==> src/design/lsa_cfg.svh <==
// offsets, field positions, opcodes and reset values of the logic/sign/abs datapath
`ifndef LSA_CFG_SVH
`define LSA_CFG_SVH

// apb register byte offsets
`define LSA_OFF_CTRL     8'h00
`define LSA_OFF_SRC      8'h04
`define LSA_OFF_SRC2     8'h08
`define LSA_OFF_FPA_HI   8'h0C
`define LSA_OFF_FPA_LO   8'h10
`define LSA_OFF_FPB_HI   8'h14
`define LSA_OFF_FPB_LO   8'h18
`define LSA_OFF_INSTR    8'h1C
`define LSA_OFF_GRES     8'h20
`define LSA_OFF_FRES_HI  8'h24
`define LSA_OFF_FRES_LO  8'h28
`define LSA_OFF_STATUS   8'h2C

// control register fields
`define LSA_CTRL_RN_LSB  0
`define LSA_CTRL_SO_BIT  4
`define LSA_CTRL_FS_LSB  8

// status register fields
`define LSA_ST_CR0_LSB   0
`define LSA_ST_CR1_LSB   4
`define LSA_ST_GWR_BIT   8
`define LSA_ST_FWR_BIT   9
`define LSA_ST_ILL_BIT   10

// instruction encodings
`define LSA_OP_FIXED     6'h1F
`define LSA_OP_FLOAT_D   6'h3F
`define LSA_OP_FLOAT_S   6'h3B
`define LSA_XO_EQUIV     10'h11C
`define LSA_XO_EXT_BYTE  10'h3BA
`define LSA_XO_EXT_HALF  9'h19A
`define LSA_XO_FP_ABS    10'h108
`define LSA_XO_FP_ADD    5'h15

// reset values
`define LSA_RST_WORD     32'h0000_0000
`define LSA_RST_DWORD    64'h0000_0000_0000_0000

`endif

==> src/design/lsa_pkg.sv <==
// types shared by the logic/sign/abs datapath
package lsa_pkg;

    // kind of operation decoded from the instruction word
    typedef enum logic [2:0] {
        LSA_NONE,
        LSA_EQUIV,
        LSA_EXTB,
        LSA_EXTH,
        LSA_FABS,
        LSA_FADD_D,
        LSA_FADD_S
    } lsa_op_type;

    // whole state of the datapath block
    typedef struct packed {
        logic [1:0]  roundMode;   // rounding-control field
        logic        sumOvf;      // fixed-point summary overflow
        logic [3:0]  fpSummary;   // exception, enabled, invalid, overflow
        logic [31:0] srcA;        // source_gpr value
        logic [31:0] srcB;        // second_source_gpr value
        logic [63:0] fpA;         // fp_first_reg value
        logic [63:0] fpB;         // fp_source_reg value
        logic [31:0] instr;       // last issued instruction
        logic [31:0] gprRes;      // dest_gpr value
        logic [63:0] fprRes;      // fp_target_reg value
        logic [3:0]  cr0;         // condition field 0
        logic [3:0]  cr1;         // condition field 1
        logic        gprWr;       // last op wrote dest_gpr
        logic        fprWr;       // last op wrote fp_target_reg
        logic        illegal;     // last op was not decoded
        logic        pready;      // apb answer
        logic        pslverr;     // apb error answer
        logic [31:0] prdata;      // apb read data
    } lsa_state_type;

endpackage : lsa_pkg

==> src/design/lsa_datapath.sv <==
// logic, sign-extension and fp abs/add datapath with apb access
`timescale 1ns/1ps
`include "lsa_cfg.svh"
module lsa_datapath
    import lsa_pkg::*;
(
    input  wire logic        clk_sys,
    input  wire logic        rst_n,
    input  wire logic        psel,
    input  wire logic        penable,
    input  wire logic        pwrite,
    input  wire logic [7:0]  paddr,
    input  wire logic [31:0] pwdata,
    output logic             pready,
    output logic [31:0]      prdata,
    output logic             pslverr
);

    ////////////////////////////////////////////////////////////////////////
    // functions

    // condition field 0 from a 32-bit result
    function automatic logic [3:0] cr0Of(input logic [31:0] res, input logic so);
        cr0Of = {res[31], !res[31] && (res != 32'h0000_0000), res == 32'h0000_0000, so};
    endfunction : cr0Of

    // decode the instruction word into an operation kind
    function automatic lsa_op_type decodeOp(input logic [31:0] iw);
        decodeOp = LSA_NONE;
        if (iw[5:1] == `LSA_XO_FP_ADD && iw[31:26] == `LSA_OP_FLOAT_D)
            decodeOp = LSA_FADD_D;
        else if (iw[5:1] == `LSA_XO_FP_ADD && iw[31:26] == `LSA_OP_FLOAT_S)
            decodeOp = LSA_FADD_S;
        else if (iw[31:26] == `LSA_OP_FLOAT_D && iw[10:1] == `LSA_XO_FP_ABS)
            decodeOp = LSA_FABS;
        else if (iw[31:26] == `LSA_OP_FIXED && iw[10:1] == `LSA_XO_EQUIV)
            decodeOp = LSA_EQUIV;
        else if (iw[31:26] == `LSA_OP_FIXED && iw[10:1] == `LSA_XO_EXT_BYTE)
            decodeOp = LSA_EXTB;
        // halfword form ignores the overflow-enable bit 21
        else if (iw[31:26] == `LSA_OP_FIXED && iw[9:1] == `LSA_XO_EXT_HALF)
            decodeOp = LSA_EXTH;
    endfunction : decodeOp

    // normal-number fp add; denormals keep their fraction with no hidden bit, overflow not saturated
    function automatic logic [63:0] fpAdd(input logic [63:0] a, input logic [63:0] b,
                                          input logic [1:0] rn, input logic single);
        logic [63:0] x;
        logic [63:0] y;
        logic [10:0] ex;
        logic [10:0] ey;
        logic [56:0] mx;
        logic [56:0] my;
        logic [56:0] sum;
        logic [56:0] rmask;
        logic [56:0] half;
        logic [56:0] lsbv;
        logic        sticky;
        logic        up;
        x = a;
        y = b;
        if (a[62:0] < b[62:0])
        begin
            x = b;
            y = a;
        end
        ex = x[62:52];
        ey = y[62:52];
        mx = {1'b0, ex != 11'h000, x[51:0], 3'h0};
        my = {1'b0, ey != 11'h000, y[51:0], 3'h0};
        sticky = 1'b0;
        // align the smaller operand, folding lost bits into sticky
        for (int i = 0; i < 57; i++)
        begin
            if (11'(i) < ex - ey)
            begin
                sticky = sticky | my[0];
                my = my >> 1;
            end
        end
        my[0] = my[0] | sticky;
        sum = (x[63] == y[63]) ? mx + my : mx - my;
        if (sum == 57'h0)
        begin
            fpAdd = {rn == 2'h3, 63'h0};
        end
        else
        begin
            if (sum[56])
            begin
                sum = {1'b0, sum[56:2], sum[1] | sum[0]};
                ex = ex + 11'h001;
            end
            // normalise so the hidden bit sits at bit 55
            for (int i = 0; i < 56; i++)
            begin
                if (!sum[55])
                begin
                    sum = sum << 1;
                    ex = ex - 11'h001;
                end
            end
            lsbv = single ? 57'h1 << 32 : 57'h1 << 3;
            rmask = lsbv - 57'h1;
            half = lsbv >> 1;
            // round increment chosen by rounding control
            case (rn)
                2'h0:    up = ((sum & rmask) > half) ||
                              ((sum & rmask) == half && (sum & lsbv) != 57'h0);
                2'h1:    up = 1'b0;
                2'h2:    up = !x[63] && (sum & rmask) != 57'h0;
                default: up = x[63] && (sum & rmask) != 57'h0;
            endcase
            sum = (sum & ~rmask) + (up ? lsbv : 57'h0);
            if (sum[56])
            begin
                sum = sum >> 1;
                ex = ex + 11'h001;
            end
            fpAdd = {x[63], ex, sum[54:3]};
        end
    endfunction : fpAdd

    ////////////////////////////////////////////////////////////////////////
    // state

    lsa_state_type st;           // registered state
    lsa_state_type next_st;      // next state
    logic          access;       // apb access phase not yet answered
    logic          wrExec;       // write to the instruction register
    lsa_op_type    opKind;       // decoded operation of pwdata
    logic          rec;          // record flag of pwdata

    assign access = psel && penable && !st.pready;
    assign wrExec = access && pwrite && paddr == `LSA_OFF_INSTR;
    assign opKind = decodeOp(pwdata);
    assign rec    = pwdata[0];

    ////////////////////////////////////////////////////////////////////////
    // next-state logic: apb decode and execution

    always_comb
    begin
        next_st = st;
        next_st.pready  = access;
        next_st.pslverr = 1'b0;
        next_st.prdata  = `LSA_RST_WORD;
        // one wait state, then answer; unmapped offsets raise pslverr
        if (access)
        begin
            case (paddr)
                `LSA_OFF_CTRL:
                begin
                    next_st.prdata = {20'h0, st.fpSummary, 3'h0, st.sumOvf, 2'h0, st.roundMode};
                    if (pwrite)
                    begin
                        next_st.roundMode = pwdata[`LSA_CTRL_RN_LSB +: 2];
                        next_st.sumOvf    = pwdata[`LSA_CTRL_SO_BIT];
                        next_st.fpSummary = pwdata[`LSA_CTRL_FS_LSB +: 4];
                    end
                end
                `LSA_OFF_SRC:     begin next_st.prdata = st.srcA;  if (pwrite) next_st.srcA = pwdata; end
                `LSA_OFF_SRC2:    begin next_st.prdata = st.srcB;  if (pwrite) next_st.srcB = pwdata; end
                `LSA_OFF_FPA_HI:  begin next_st.prdata = st.fpA[63:32]; if (pwrite) next_st.fpA[63:32] = pwdata; end
                `LSA_OFF_FPA_LO:  begin next_st.prdata = st.fpA[31:0];  if (pwrite) next_st.fpA[31:0] = pwdata; end
                `LSA_OFF_FPB_HI:  begin next_st.prdata = st.fpB[63:32]; if (pwrite) next_st.fpB[63:32] = pwdata; end
                `LSA_OFF_FPB_LO:  begin next_st.prdata = st.fpB[31:0];  if (pwrite) next_st.fpB[31:0] = pwdata; end
                `LSA_OFF_INSTR:   next_st.prdata = st.instr;
                `LSA_OFF_GRES:    next_st.prdata = st.gprRes;
                `LSA_OFF_FRES_HI: next_st.prdata = st.fprRes[63:32];
                `LSA_OFF_FRES_LO: next_st.prdata = st.fprRes[31:0];
                `LSA_OFF_STATUS:
                    next_st.prdata = {21'h0, st.illegal, st.fprWr, st.gprWr, st.cr1, st.cr0};
                default:          next_st.pslverr = 1'b1;
            endcase
        end
        // execute on the write to the instruction register
        if (wrExec)
        begin
            next_st.instr   = pwdata;
            next_st.gprWr   = 1'b0;
            next_st.fprWr   = 1'b0;
            next_st.illegal = 1'b0;
            case (opKind)
                LSA_EQUIV:
                begin
                    next_st.gprRes = ~(st.srcA ^ st.srcB);
                    next_st.gprWr  = 1'b1;
                end
                LSA_EXTB:
                begin
                    next_st.gprRes = {{24{st.srcA[7]}}, st.srcA[7:0]};
                    next_st.gprWr  = 1'b1;
                end
                LSA_EXTH:
                begin
                    next_st.gprRes = {{16{st.srcA[15]}}, st.srcA[15:0]};
                    next_st.gprWr  = 1'b1;
                end
                LSA_FABS:
                begin
                    next_st.fprRes = {1'b0, st.fpB[62:0]};
                    next_st.fprWr  = 1'b1;
                end
                LSA_FADD_D, LSA_FADD_S:
                begin
                    // add and round into the target
                    next_st.fprRes = fpAdd(st.fpA, st.fpB, st.roundMode, opKind == LSA_FADD_S);
                    next_st.fprWr  = 1'b1;
                end
                default: next_st.illegal = 1'b1;
            endcase
            // record form updates field 0, sumOvf never written
            if (rec && (opKind == LSA_EQUIV || opKind == LSA_EXTB || opKind == LSA_EXTH))
                next_st.cr0 = cr0Of(next_st.gprRes, st.sumOvf);
            // record form copies summary bits, status untouched
            if (rec && (opKind == LSA_FABS || opKind == LSA_FADD_D || opKind == LSA_FADD_S))
                next_st.cr1 = st.fpSummary;
        end
    end

    ////////////////////////////////////////////////////////////////////////
    // state register

    always_ff @(posedge clk_sys or negedge rst_n)
    begin
        if (!rst_n)
            st <= '0;
        else
            st <= next_st;
    end

    assign pready  = st.pready;
    assign prdata  = st.prdata;
    assign pslverr = st.pslverr;
endmodule : lsa_datapath

==> config.mk <==
export PLATFORM = sky130hd
export DESIGN_NAME = lsa_datapath
export DESIGN_NICKNAME = d
export VERILOG_FILES = /design/src/design/lsa_pkg.sv /design/src/design/lsa_datapath.sv
export VERILOG_INCLUDE_DIRS = /design/src /design/src/design
export SDC_FILE = /design/constraint.sdc
export NUM_CORES = 2
export LEC_CHECK = 0
export BUFFER_PORTS_ARGS = -buffer_cell sky130_fd_sc_hd__buf_4
export CORE_MARGIN = 10
export CORE_UTILIZATION = 28
export CTS_CLUSTER_SIZE = 25
export DETAILED_ROUTE_END_ITERATION = 8
export PLACE_DENSITY = 0.46
export SLEW_MARGIN = 20
export SYNTH_ARGS = -nofsm -noshare
export SYNTH_HDL_FRONTEND = slang
export SYNTH_SLANG_ARGS = --single-unit
export TNS_END_PERCENT = 10
==> constraint.sdc <==
create_clock -name clk_sys -period 42.6 [get_ports clk_sys]
set_clock_uncertainty 0.05 [all_clocks]
set_input_delay 4.26 -clock clk_sys [delete_from_list [all_inputs] [get_ports clk_sys]]
set_output_delay 4.26 -clock clk_sys [all_outputs]
set_load 0.02 [all_outputs]
==> impl_metrics.yaml <==
clocking:
  clockBufferDepth: 3
  cts.clk_slew.worst_paths_ps: 60
  cts.sinks: 372
  htreeDepth: 2
  numCtsBuffers: 47
  cts_root_buf: "clkbuf_16"
  cts_hold_buffers: 0
  cts_tree: "yes"
  clk_latency_ps: 630
yosys:
  synth_cells: 12100
  syn_nets: 12400
  synth_flop_cell: "dfrtp_1"
  synth_area_leaders: "dfrtp_1, a21oi_1, nand2_1"
  syn_avg_cell_area_um2: 6.68
  synth_edf_count: 0
  synth_area_leader_cell: "dfrtp_1"
  syn_area_um2: 80800
  synth_top_area_share_pct: 11.5
  ys_seq_area_share_pct: 11.5
  synth_warnings: 0
  async_flop_share_pct: 100
  synth_cell_types: 146
  yosys_register_bits: 372
place:
  dp_hpwl_mm: 477
  post-place-ws_ps: -5250
  dp.cells: 18200
  gp_congestion: 1.04
  port_buffers: 78
  placed_cell_area_um2: 107000
detailed_routing:
  post_drt_wl_per_cell_um: 31.6
  via_per_inst: 6.22
  drtAntennaViolNets: 0
  wl_mm: 579
  drtPass1Iterations: 9
  drt_iter0_drc: 13100
  dr_total_vias: 114000
  post-route-drc-count: 0
die:
  die_height_um: 557
  rows: 197
  start_util_pct: 28.1
  pin_count: 79
  fp.coreArea_um2: 288000
  die_width_um: 557
  floorplan.die_area_um2: 311000
cells_and_area:
  n_fill_cell: 31300
  drive_gt1_share_pct: 28.5
  syn_to_final_growth_pct: 36.4
  seq_area_um2: 9310
  multi_input_area_um2: 68900
  instances_no_fill: 18300
  fin_nets: 14800
  final_area_um2: 110000
timing:
  setup_ws_ps: -3450
  relSlewSlack_pct: 16.5
  timing.fmax_mhz: 21.7
  worst_slew_pin_slew_ps: 1240
  rsz0062_at_grt: "yes"
  slew_violations: 0
  hold_viol_final: 0
  hold_ws_ps: 430
  fin_crit_ps: 46050
  setup_viol: 9
  fin_crit_sh_pct: 108
worst_setup_path:
  r2r_slack_ps: -3450
  startpoint_type: "flip-flop"
  crit_path_top_delay_cell: "o211ai_1"
  crit_path_frequent_cell: "ha_1"
  worstPathRequired_ps: 42970
  crit_type: "flip-flop to flip-flop"
  crit_path_end_kind: "flip-flop"
  worstPathMaxFanout: 12
  critical_path_arrival_ps: 46430
  worst_path_largest_cell_delay_ps: 550
global_route:
  grt_max_degree: 148
  grt-ovfl-total: 0
  grt_pass1_vias: 110000
  grt.total_usage_pct: 35.2
  grt_pass1_wl_mm: 819
  antenna_found_initial: 18
status:
  status: "complete, but fails checks"
  violations: "negative setup slack"
worst_hold_path:
  hp-class: "flip-flop to flip-flop"
flow_run:
  maxCapViolations: 0
-- layer usage --
layer  share of wire (%)  global-route usage (%)  wire length [µm]  up-vias
met5               0.017                       0                97        -
met1                  38                    41.5            221000    55500
li1                    -                       -                 -    50800
met4                 9.2                    25.2             53600       14
met3                 7.2                    5.01             41500     1665
met2                  45                    58.6            263000     5978
-- cells in the final DEF (no fill, tap or decap), drive strengths merged, types with 80 or more instances in the layout --
master  count
buf      3190
nand2    1397
nor2     1387
a21oi    1076
o21ai     965
nor3      447
nand3     428
dfrtp     372
xnor2     290
inv       282
mux2      276
a211oi    255
ha        230
o211ai    226
a22oi     211
a31oi     203
xor2      188
o22ai     174
nor4      171
mux2i     154
nand4     151
and2      147
and3      145
a221oi    139
a21o      133
o21a      126
or3       123
o221ai    121
o31ai     109
nand2b     86
a22o       80
-- logic make-up after synthesis --
logic type	Yosys count	synth area share, %
compound gates	4631	38.6
flops	372	11.5
mux	432	5.82
fa+ha+maj	239	3.68
xor+xnor	505	6.68
buf+inv	1117	5.55
simple gates	4798	28.2
-- worst paths after layout --
kind / start / to / depth (start not counted)
max in group asynchronous: rst_n / st[107] / 2
setup / recovery: st[221] / st[107] / 226
setup reg to reg: st[221] / st[107] / 226
min in group asynchronous: rst_n / st[195] / 1
hold reg to reg: st[155] / st[155] / 2
hold / removal: st[155] / st[155] / 2
-- flip-flops by register name, indices dropped and copies added (netlist names) --
register	count
prdata	32
pslverr	1
st	338
pready	1
-- cells in the mapped netlist, types with 144 or more instances --
| cell type | count |
|---|---|
| nand2_1 | 1391 |
| nor2_1 | 1373 |
| a21oi_1 | 1072 |
| o21ai_0 | 821 |
| clkbuf_1 | 636 |
| nor3_1 | 426 |
| nand3_1 | 425 |
| dfrtp_1 | 372 |
| mux2_2 | 274 |
| inv_1 | 271 |
| xnor2_1 | 260 |
| a211oi_1 | 241 |
| ha_1 | 230 |
| o211ai_1 | 221 |
| a22oi_1 | 208 |
| a31oi_1 | 199 |
| o22ai_1 | 174 |
| xor2_1 | 156 |
| nor4_1 | 155 |
| mux2i_1 | 152 |
| nand4_1 | 149 |
| and3_1 | 145 |
| o21ai_1 | 144 |
-- timing repair --
action / in CTS / in global routing
setup buffers: 34 / 3
setup endpoints to repair: 9 / 9
endpoints found under the hold margin: 0 / 0
gates resized for setup: 173 / 41
pin swaps: 92 / 25
-- through the flow --
step	util, %	setup TNS, ps
global route	38.3	-48840
CTS	38.3	-25230
finish	38.3	-27000
floorplan	-	-185
detailed placement	37.3	-41430
global placement	37.3	-44370
-- cell type report --
cell class | count | share of cell area [%]
repair buffers | 3190 | 22.4
flip-flops and latches | 372 | 8.44
well taps | 3781 | 4.29
clock buffers | 65 | 1.20
diodes | 6 | 0.0136
inverters | 281 | 0.956
clock inverters | 21 | 0.231
multi-input cells | 10600 | 62.5
-- critical path, delay by kind of cell (launching register included) --
family,cells,cell delay [ps]
flip-flops,1,340
XOR/XNOR,5,1150
AND/OR/NAND/NOR,47,6380
buffers and inverters,24,3280
multiplexers,33,8310
AO/OA/AOI/OAI,67,12310
adder cells (fa/ha/maj),50,14010
Power is left out: the tool's default activity adds up to more than one toggle a clock period on the data nets, which glitch-free logic cannot reach.
